[src/common/adsf_consts.svh]
// constants shared by both ends of the converter serial link
// assumes pclk at 100 MHz; cycle counts are in pclk cycles, frame lengths and edge numbers in sclk edges
`ifndef ADSF_CONSTS_SVH
`define ADSF_CONSTS_SVH

`define ADSF_PCLK_MHZ        100
`define ADSF_CONV_TIME_NS    10000
`define ADSF_CONV_CYCLES     ((`ADSF_CONV_TIME_NS * `ADSF_PCLK_MHZ) / 1000)
`define ADSF_HOST_HALF       4

`define ADSF_CTRL_W          8
`define ADSF_RES_W           12
`define ADSF_OUT_W           16
`define ADSF_SEL_MSB         7
`define ADSF_SEL_LSB         4
`define ADSF_LEN_MSB         3
`define ADSF_LEN_LSB         2
`define ADSF_LBF_BIT         1
`define ADSF_SGN_BIT         0
`define ADSF_SAMPLE_EDGE     5'h04
`define ADSF_CTRL_BITS       4'h8

`define ADSF_SEL_LAST_AIN    4'hA
`define ADSF_SEL_MID         4'hB
`define ADSF_SEL_LOREF       4'hC
`define ADSF_SEL_HIREF       4'hD
`define ADSF_SEL_PDOWN       4'hE
`define ADSF_VAL_MID         12'h800
`define ADSF_VAL_LOREF       12'h000
`define ADSF_VAL_HIREF       12'hFFF
`define ADSF_SIGN_FLIP       12'h800

`define ADSF_LEN_CODE_8      2'h1
`define ADSF_LEN_CODE_16     2'h3
`define ADSF_LEN_8           5'h08
`define ADSF_LEN_12          5'h0C
`define ADSF_LEN_16          5'h10

`define ADSF_REG_CTRL        8'h00
`define ADSF_REG_STATUS      8'h04
`define ADSF_REG_RESULT      8'h08
`define ADSF_CTRL_START_BIT  8
`define ADSF_CTRL_RESET      8'h00

`endif

[src/common/adsf_pkg.sv]
// types shared by both ends of the converter serial link
// assumes adsf_consts.svh for all numeric constants
package adsf_pkg;

  typedef enum logic [2:0] {
    ADSF_H_IDLE  = 3'b000,
    ADSF_H_WEOC  = 3'b001,
    ADSF_H_LEAD  = 3'b010,
    ADSF_H_LO    = 3'b011,
    ADSF_H_HI    = 3'b100,
    ADSF_H_DRAIN = 3'b101
  } adsf_host_st_t;

  typedef logic [4:0] adsf_len_t;

endpackage

[src/common/adsf_link_if.sv]
// serial link between host and converter framing logic
// no tri-state here: dout is qualified by dout_oe for the bench
`timescale 1ns/1ps
interface adsf_link_if;
  logic cs_n;
  logic sclk;
  logic din;
  logic dout;
  logic dout_oe;
  logic eoc;

  modport dev (
    input  cs_n,
    input  sclk,
    input  din,
    output dout,
    output dout_oe,
    output eoc
  );

  modport host (
    output cs_n,
    output sclk,
    output din,
    input  dout,
    input  dout_oe,
    input  eoc
  );
endinterface

[src/rtl/adsf_dev.sv]
// converter end: control word capture, framing, conversion pacing, result shift-out
// assumes the link pins are asynchronous to pclk and are synchronised here
//
// Function
// - last falling edge ends transfer, starts conversion
// - finished conversion loads output shift register
// - result leaves during the following transfer
// - capture control word while shifting previous result
// - control word MSB first, taken on rising
// - upper nibble 0..10 selects analog input
// - 11..14 select test voltages or power-down
// - selection applies to the following conversion
// - length bits frame the same transfer
// - length 00 or 10 means 12 bits
// - host gives exactly 12 clocks then
// - 12-bit: convert after twelfth falling edge
// - length 11: 16 bits, four zero pads
// - host gives exactly 16 clocks then
// - 16-bit: convert after sixteenth falling edge
// - host should prefer 12-bit length
// - length 01: 8 bits, low four dropped
// - bit 1 picks order, from next transfer
// - bit 0 picks signed format, this conversion
// - sampling begins on fourth falling edge
`timescale 1ns/1ps
`include "adsf_consts.svh"

module adsf_dev
  import adsf_pkg::*;
#(
  parameter int CONV_CYCLES = `ADSF_CONV_CYCLES
) (
  input  wire logic                   pclk,
  input  wire logic                   presetn,
  adsf_link_if.dev                    link,
  input  wire logic [`ADSF_RES_W-1:0] conv_value,
  output logic      [3:0]             input_sel,
  output logic                        sampling,
  output logic                        converting,
  output logic                        powered_down
);

  // ****************************************
  // pin synchronisers
  // ****************************************
  logic [1:0] sclk_s_q;
  logic [1:0] cs_s_q;
  logic [1:0] din_s_q;
  logic       sclk_last_q;

  always_ff @(posedge pclk or negedge presetn) begin
    if (!presetn) begin
      sclk_s_q    <= 2'h0;
      cs_s_q      <= 2'h3;
      din_s_q     <= 2'h0;
      sclk_last_q <= 1'b0;
    end else begin
      sclk_s_q    <= {sclk_s_q[0], link.sclk};
      cs_s_q      <= {cs_s_q[0], link.cs_n};
      din_s_q     <= {din_s_q[0], link.din};
      sclk_last_q <= sclk_s_q[1];
    end
  end

  // ****************************************
  // framing
  // ****************************************
  logic [`ADSF_CTRL_W-1:0] ctrl_q;
  logic [`ADSF_CTRL_W-1:0] ctrl_d;
  logic [3:0]              rise_cnt_q;
  logic [3:0]              rise_cnt_d;
  logic [4:0]              fall_cnt_q;
  logic [4:0]              fall_cnt_d;
  logic                    conv_q;
  logic [15:0]             conv_cnt_q;
  logic [`ADSF_OUT_W-1:0]  shift_q;
  logic                    lbf_q;
  logic                    sgn_q;
  logic [3:0]              sel_q;
  logic                    samp_q;
  logic                    pd_q;
  logic                    eoc_q;
  logic                    dout_q;
  logic                    oe_q;

  wire        selected  = ~cs_s_q[1];
  wire        rise      = selected & sclk_s_q[1] & ~sclk_last_q & ~conv_q;
  wire        fall      = selected & ~sclk_s_q[1] & sclk_last_q & ~conv_q;
  wire        take_bit  = rise & (rise_cnt_q < `ADSF_CTRL_BITS);
  wire [4:0]  fall_next = fall_cnt_q + 5'h01;
  wire [1:0]  len_code  = ctrl_q[`ADSF_LEN_MSB:`ADSF_LEN_LSB];
  // length is read only from the eighth edge on, once the whole word is in
  wire adsf_len_t frame_len = (len_code == `ADSF_LEN_CODE_8)  ? `ADSF_LEN_8  :
                              (len_code == `ADSF_LEN_CODE_16) ? `ADSF_LEN_16 :
                                                                `ADSF_LEN_12;
  wire        last_fall = fall & (fall_next >= `ADSF_LEN_8)
                               & (fall_next == frame_len);
  wire        conv_done = conv_q & (conv_cnt_q == 16'(CONV_CYCLES - 1));

  // ****************************************
  // result formatting
  // ****************************************
  wire [3:0]  cur_sel   = ctrl_q[`ADSF_SEL_MSB:`ADSF_SEL_LSB];
  logic [`ADSF_RES_W-1:0] raw;

  always_comb begin
    unique case (sel_q)
      `ADSF_SEL_MID:   raw = `ADSF_VAL_MID;
      `ADSF_SEL_LOREF: raw = `ADSF_VAL_LOREF;
      `ADSF_SEL_HIREF: raw = `ADSF_VAL_HIREF;
      `ADSF_SEL_PDOWN: raw = `ADSF_VAL_LOREF;
      default:         raw = (sel_q <= `ADSF_SEL_LAST_AIN) ? conv_value : 12'h000;
    endcase
  end

  wire [`ADSF_RES_W-1:0] fmt = sgn_q ? (raw ^ `ADSF_SIGN_FLIP) : raw;
  // msb-justified; 8-bit frames simply stop before the low nibble
  wire [`ADSF_OUT_W-1:0] msb_word = {fmt, 4'h0};

  // reverses the first n bits of the frame for low-bit-first output
  function automatic logic [`ADSF_OUT_W-1:0] reverse_frame(
    input logic [`ADSF_OUT_W-1:0] w,
    input adsf_len_t              n
  );
    logic [`ADSF_OUT_W-1:0] r;
    r = 16'h0000;
    for (int i = 0; i < `ADSF_OUT_W; i++) begin
      if (i < int'(n)) begin
        r[`ADSF_OUT_W-1-i] = w[`ADSF_OUT_W-int'(n)+i];
      end
    end
    return r;
  endfunction

  adsf_len_t out_len_q;
  wire [`ADSF_OUT_W-1:0] load_word = lbf_q ? reverse_frame(msb_word, out_len_q)
                                           : msb_word;

  assign ctrl_d     = take_bit ? {ctrl_q[`ADSF_CTRL_W-2:0], din_s_q[1]} : ctrl_q;
  assign rise_cnt_d = take_bit ? rise_cnt_q + 4'h1 : rise_cnt_q;
  assign fall_cnt_d = fall ? fall_next : fall_cnt_q;

  // ****************************************
  // state
  // ****************************************
  always_ff @(posedge pclk or negedge presetn) begin
    if (!presetn) begin
      ctrl_q     <= `ADSF_CTRL_RESET;
      rise_cnt_q <= 4'h0;
      fall_cnt_q <= 5'h00;
      conv_q     <= 1'b0;
      conv_cnt_q <= 16'h0000;
      shift_q    <= 16'h0000;
      lbf_q      <= 1'b0;
      sgn_q      <= 1'b0;
      sel_q      <= 4'h0;
      out_len_q  <= `ADSF_LEN_12;
      samp_q     <= 1'b0;
      pd_q       <= 1'b0;
      eoc_q      <= 1'b1;
    end else if (!selected && !conv_q) begin
      // deselect between conversions restarts framing, keeps the result
      rise_cnt_q <= 4'h0;
      fall_cnt_q <= 5'h00;
      samp_q     <= 1'b0;
    end else if (last_fall) begin
      conv_q     <= 1'b1;
      conv_cnt_q <= 16'h0000;
      eoc_q      <= 1'b0;
      samp_q     <= 1'b0;
      rise_cnt_q <= 4'h0;
      fall_cnt_q <= 5'h00;
      sel_q      <= cur_sel;
      pd_q       <= (cur_sel == `ADSF_SEL_PDOWN);
      out_len_q  <= frame_len;
      lbf_q      <= ctrl_q[`ADSF_LBF_BIT];
      sgn_q      <= ctrl_q[`ADSF_SGN_BIT];
      shift_q    <= {shift_q[`ADSF_OUT_W-2:0], 1'b0};
    end else if (conv_q) begin
      conv_cnt_q <= conv_cnt_q + 16'h0001;
      if (conv_done) begin
        conv_q  <= 1'b0;
        eoc_q   <= 1'b1;
        shift_q <= load_word;
      end
    end else begin
      ctrl_q     <= ctrl_d;
      rise_cnt_q <= rise_cnt_d;
      fall_cnt_q <= fall_cnt_d;
      if (fall && fall_next == `ADSF_SAMPLE_EDGE) begin
        samp_q <= 1'b1;
      end
      if (fall) begin
        shift_q <= {shift_q[`ADSF_OUT_W-2:0], 1'b0};
      end
    end
  end

  // output is forced low while converting
  always_ff @(posedge pclk or negedge presetn) begin
    if (!presetn) begin
      dout_q <= 1'b0;
      oe_q   <= 1'b0;
    end else begin
      dout_q <= shift_q[`ADSF_OUT_W-1] & ~conv_q;
      oe_q   <= selected;
    end
  end

  assign link.dout    = dout_q;
  assign link.dout_oe = oe_q;
  assign link.eoc     = eoc_q;
  assign input_sel    = sel_q;
  assign sampling     = samp_q;
  assign converting   = conv_q;
  assign powered_down = pd_q;

endmodule

[src/flat_wrapper.sv]
// flat-port wrapper written by rule: the top's interface ports become plain ports
module adsf_dev_flat import adsf_pkg::*;
#(
  parameter int CONV_CYCLES = `ADSF_CONV_CYCLES
)
  (pclk, presetn, conv_value, input_sel, sampling, converting, powered_down, link_cs_n, link_sclk, link_din, link_dout, link_dout_oe, link_eoc);
  adsf_link_if link_i ();
  input  wire logic pclk;
  input  wire logic presetn;
  input  wire logic [`ADSF_RES_W-1:0] conv_value;
  output logic      [3:0] input_sel;
  output logic sampling;
  output logic converting;
  output logic powered_down;
  input wire logic [$bits(link_i.cs_n)-1:0] link_cs_n;
  input wire logic [$bits(link_i.sclk)-1:0] link_sclk;
  input wire logic [$bits(link_i.din)-1:0] link_din;
  output wire logic [$bits(link_i.dout)-1:0] link_dout;
  output wire logic [$bits(link_i.dout_oe)-1:0] link_dout_oe;
  output wire logic [$bits(link_i.eoc)-1:0] link_eoc;
  assign link_i.cs_n = link_cs_n;
  assign link_i.sclk = link_sclk;
  assign link_i.din = link_din;
  assign link_dout = link_i.dout;
  assign link_dout_oe = link_i.dout_oe;
  assign link_eoc = link_i.eoc;
  adsf_dev #(.CONV_CYCLES(CONV_CYCLES)) u_core (.pclk(pclk), .presetn(presetn), .link(link_i), .conv_value(conv_value), .input_sel(input_sel), .sampling(sampling), .converting(converting), .powered_down(powered_down));
endmodule
[config.mk]
export PLATFORM = sky130hd
export DESIGN_NAME = adsf_dev_flat
export DESIGN_NICKNAME = d
export VERILOG_FILES = /design/src/common/adsf_pkg.sv /design/src/common/adsf_link_if.sv /design/src/rtl/adsf_dev.sv /design/src/flat_wrapper.sv
export VERILOG_INCLUDE_DIRS = /design/src /design/src/common
export SDC_FILE = /design/constraint.sdc
export NUM_CORES = 1
export LEC_CHECK = 0
export ABC_AREA = 1
export BUFFER_PORTS_ARGS = -buffer_cell sky130_fd_sc_hd__buf_2
export CAP_MARGIN = 20
export CORE_MARGIN = 5
export CORE_UTILIZATION = 45
export DETAILED_ROUTE_END_ITERATION = 8
export PLACE_DENSITY = 0.67
export SLEW_MARGIN = 0
export SYNTH_ARGS = -nofsm -noshare
export SYNTH_HDL_FRONTEND = slang
export SYNTH_SLANG_ARGS = --single-unit
[constraint.sdc]
create_clock -name pclk -period 1.6 [get_ports pclk]
set_input_delay 0.08 -clock pclk [delete_from_list [all_inputs] [get_ports pclk]]
set_output_delay 0.08 -clock pclk [all_outputs]
set_load 0.01 [all_outputs]
==> reports/results.tsv <==
stage	metric	value	unit
die	placementRows	35	
setup_path	cp-start-kind	register	
logic_synthesis	synth_edf_count	0	
flow_run	drv_cap	0	
global_route	grt_pass1_vias	3725	
die	die_y	106	um
clock_network	clock_sinks	71	
logic_synthesis	synth_seq_cells	71	
setup_path	worstPathArrival	2.06	ns
logic_synthesis	ys_seq_area_frac	0.426	
logic_synthesis	synth.avg_cell_area	7.59	um^2
logic_synthesis	synth_top_area_frac	0.395	
global_route	met1_usage	0.241	
final_layout	multi_input_area	2660	um^2
timing	finalWorstSetupSlack	-0.211	ns
timing	clock_skew	0.0109	ns
clock_network	clkTransAtPathRegs	0.08	ns
global_route	grt_overflow	0	
placement	dp_slack	-0.214	ns
final_layout	fill_cells	707	
timing	worst_pin_slew	0.802	ns
clock_network	worst_skew_pair.late_latency	0.35	ns
logic_synthesis	synth.most_common_cell	nand2_1	
setup_path	end_kind	register	
worst_hold_path	hp-class	in2reg	
final_layout	drive_gt1_frac	0.403	
setup_path	crit_chain	buf_6, buf_6, nand3_4, nand2_4, clkinvlp_4, nand2_1, nand2_2, nand3_1, nand3_1, nand2_1, nand3_1, nand2_1, nand2_1	
drt	drc	0	
timing	fin_tns_setup	-6.90	ns
setup_path	cp_max_fo	5	
drt	via_per_inst	5.49	
clock_network	clock_tree.buffer_depth	2	
die	start_util	0.457	
status	violations	setup timing	
drt	ant_nets	0	
timing	rsz0062_at_grt	yes	
setup_path	crit_family	simple AND/OR/NAND/NOR gates	
status	outcome	complete, but fails checks	
setup_path	critical_path_required	1.85	ns
setup_path	crit_type	reg2reg	
drt	vias	4131	
final_layout	area_growth	40.1	%
die	die_area	11300	um^2
logic_synthesis	synthTopCellsByArea	dfrtp_1, nand2_1, nand3_1	
drt	dr.pass1.iters	5	
setup_path	max_stage_delay	0.44	ns
timing	setup_viol	54	
power	peakVddDrop	531	uV
timing	clock.fmax	552	MHz
clock_network	cts_buffers	9	
clock_network	cts_htree_levels	3	
setup_path	cp_num_buf_inv	3	
timing	post-route-period-util	1.13	
setup_path	worst_path_most_repeated_cell	nand2_1	
timing	fin_crit	1.81	ns
die	die_x	106	um
global_route	use_met3	0.0401	
setup_path	worst_path_max_delay_cell	dfrtp_1	
global_route	grt_busiest_layer	met2	
worst_hold_path	min_path_cells	7	
global_route	grtUsageTotal	0.189	
clock_network	cts_tree	done	
placement	portBuffers	26	
placement	dpl_cell_area	4700	um^2
logic_synthesis	syn-num-nets	572	
logic_synthesis	synthCells	551	
timing	slew_violations	0	
global_route	grt_pass1_wl	17400	um
logic_synthesis	yosys_most_used_dff	dfrtp_1	
logic_synthesis	ys_async_sr_fraction	1.00	
final_layout	nets	658	
logic_synthesis	synthDistinctLibCells	39	
drt	routedWlPerCell	15.7	um
logic_synthesis	yosysTopAreaCell	dfrtp_1	
final_layout	seq_area	1790	um^2
logic_synthesis	ys_warn_count	0	
logic_synthesis	netlist_area	4180	um^2
power	p_leak	2.73	nW
clock_network	cts_root_buffer	clkbuf_8	
setup_path	ff2ff_path_depth	13	
global_route	use_met2	0.331	
timing	slew-limit-headroom	0.459	
drt	drtIter0Drc	284	
final_layout	diodes	0	
logic_synthesis	synth_common_cells	nand2_1, nand3_1, dfrtp_1, nor2_1, inv_1	
die	io-pin-count	27	
timing	hold_viol	0	
power	power.total	3.88	mW
placement	place_congestion	0.873	
setup_path	path_depth	13	
global_route	antenna_found_initial	0	
drt	wl	11900	um
global_route	grt_max_degree	72	
placement	hpwlAfterDp	6840	um
power	p_per_area	662	nW/um^2
die	core-area	9150	um^2
final_layout	design_area	5860	um^2
==> worst min-delay path: cells and delay by family <==
| kind | cells | cell delay (ns) |
|---|---|---|
| and+or+nand+nor | 6 | 0.41 |
| buffers and inverters | 1 | 0.08 |
==> routing by layer <==
| metal | vias up | routed length (um) |
|---|---|---|
| li1 | 1975 | - |
| met1 | 1979 | 4770 |
| met2 | 147 | 6240 |
| met3 | 30 | 517 |
| met4 | 0 | 320 |
| met5 | - | 0 |
==> worst paths after layout <==
check | startpoint | end | slack [ns]
setup reg to reg | u_core.input_sel[3]$_DFFE_PN0P_ | u_core.shift_q[13]$_DFFE_PN0P_ | -0.21
setup / recovery | u_core.input_sel[3]$_DFFE_PN0P_ | u_core.shift_q[13]$_DFFE_PN0P_ | -0.21
min in group asynchronous | presetn | u_core.shift_q[12]$_DFFE_PN0P_ | 0.30
max in group asynchronous | presetn | u_core.out_len_q[3]$_DFFE_PN1P_ | 0.97
hold / removal | conv_value[10] | u_core.shift_q[14]$_DFFE_PN0P_ | 0.26
hold reg to reg | u_core.din_s_q[0]$_DFF_PN0_ | u_core.din_s_q[1]$_DFF_PN0_ | 0.36
==> state kept, by name (all words and copies together), names as in the netlist, 2 cells and up <==
name / cells
u_core.fall_cnt_q: 5
u_core.conv_cnt_q: 16
u_core.ctrl_q: 8
u_core.rise_cnt_q: 4
u_core.din_s_q: 2
u_core.cs_s_q: 2
u_core.input_sel: 4
u_core.out_len_q: 3
u_core.sclk_s_q: 2
u_core.shift_q: 16
==> stage by stage <==
step	utilization	hold slack, ns	cells
floorplan	-	-0.216	551
CTS	0.573	0.229	745
global placement	0.514	0.135	709
detailed placement	0.514	0.140	709
global route	0.640	0.260	753
finish	0.640	0.261	753
==> logic make-up (layout without fill, tap and decap cells) <==
group	after synthesis	in the layout	share of synthesized area
DFF	71	71	0.426
adders and majority gates	4	4	0.0120
and+or+nand+nor	325	325	0.359
buffers and inverters	76	167	0.0879
xor gates and xnor gates	12	12	0.0251
AOI/OAI and AO/OA	63	63	0.0897
==> repair_timing <==
item                                    in CTS  in global routing
pin swaps                                    9                 40
gates resized for setup                     45                103
hold endpoints to repair                    69                  0
endpoints found under the setup margin      52                 54
gates cloned                                 2                  5
setup buffers                               14                  4
hold buffers                                 4                  0
==> layout make-up <==
| class | count | area share |
|---|---|---|
| Clock inverter | 7 | 0.0109 |
| Timing Repair inverter | 1 | 0.00128 |
| Multi-Input combinational cell | 404 | 0.455 |
| Clock buffer | 9 | 0.0211 |
| Inverter | 52 | 0.0354 |
| Tap cell | 111 | 0.0237 |
| Timing Repair Buffer | 98 | 0.148 |
| Sequential cell | 71 | 0.305 |
==> power breakdown <==
| part | leakage (nW) | switching [mW] | total [mW] | internal [mW] |
|---|---|---|---|---|
| Combinational | 1.73 | 0.274 | 0.459 | 0.185 |
| Sequential | 0.907 | 0.102 | 2.05 | 1.94 |
| Clock | 0.0903 | 0.780 | 1.38 | 0.597 |
| Total | 2.73 | 1.16 | 3.88 | 2.73 |
==> cells in the final DEF, fill, tap and decap left out, types with 6 or more instances in the layout <==
cell type	instances
nand2_4	12
buf_4	51
o21ai_2	12
nand2_1	119
nand3_1	45
nand2_2	23
o21ai_0	17
buf_6	7
nand3_2	34
inv_1	43
clkbuf_8	9
xor2_1	6
nand4_1	9
buf_2	26
nor2_1	48
dfrtp_1	62
a21oi_1	8
a21oi_2	14
nand3_4	12
Power figures use the tool's default switching activity.
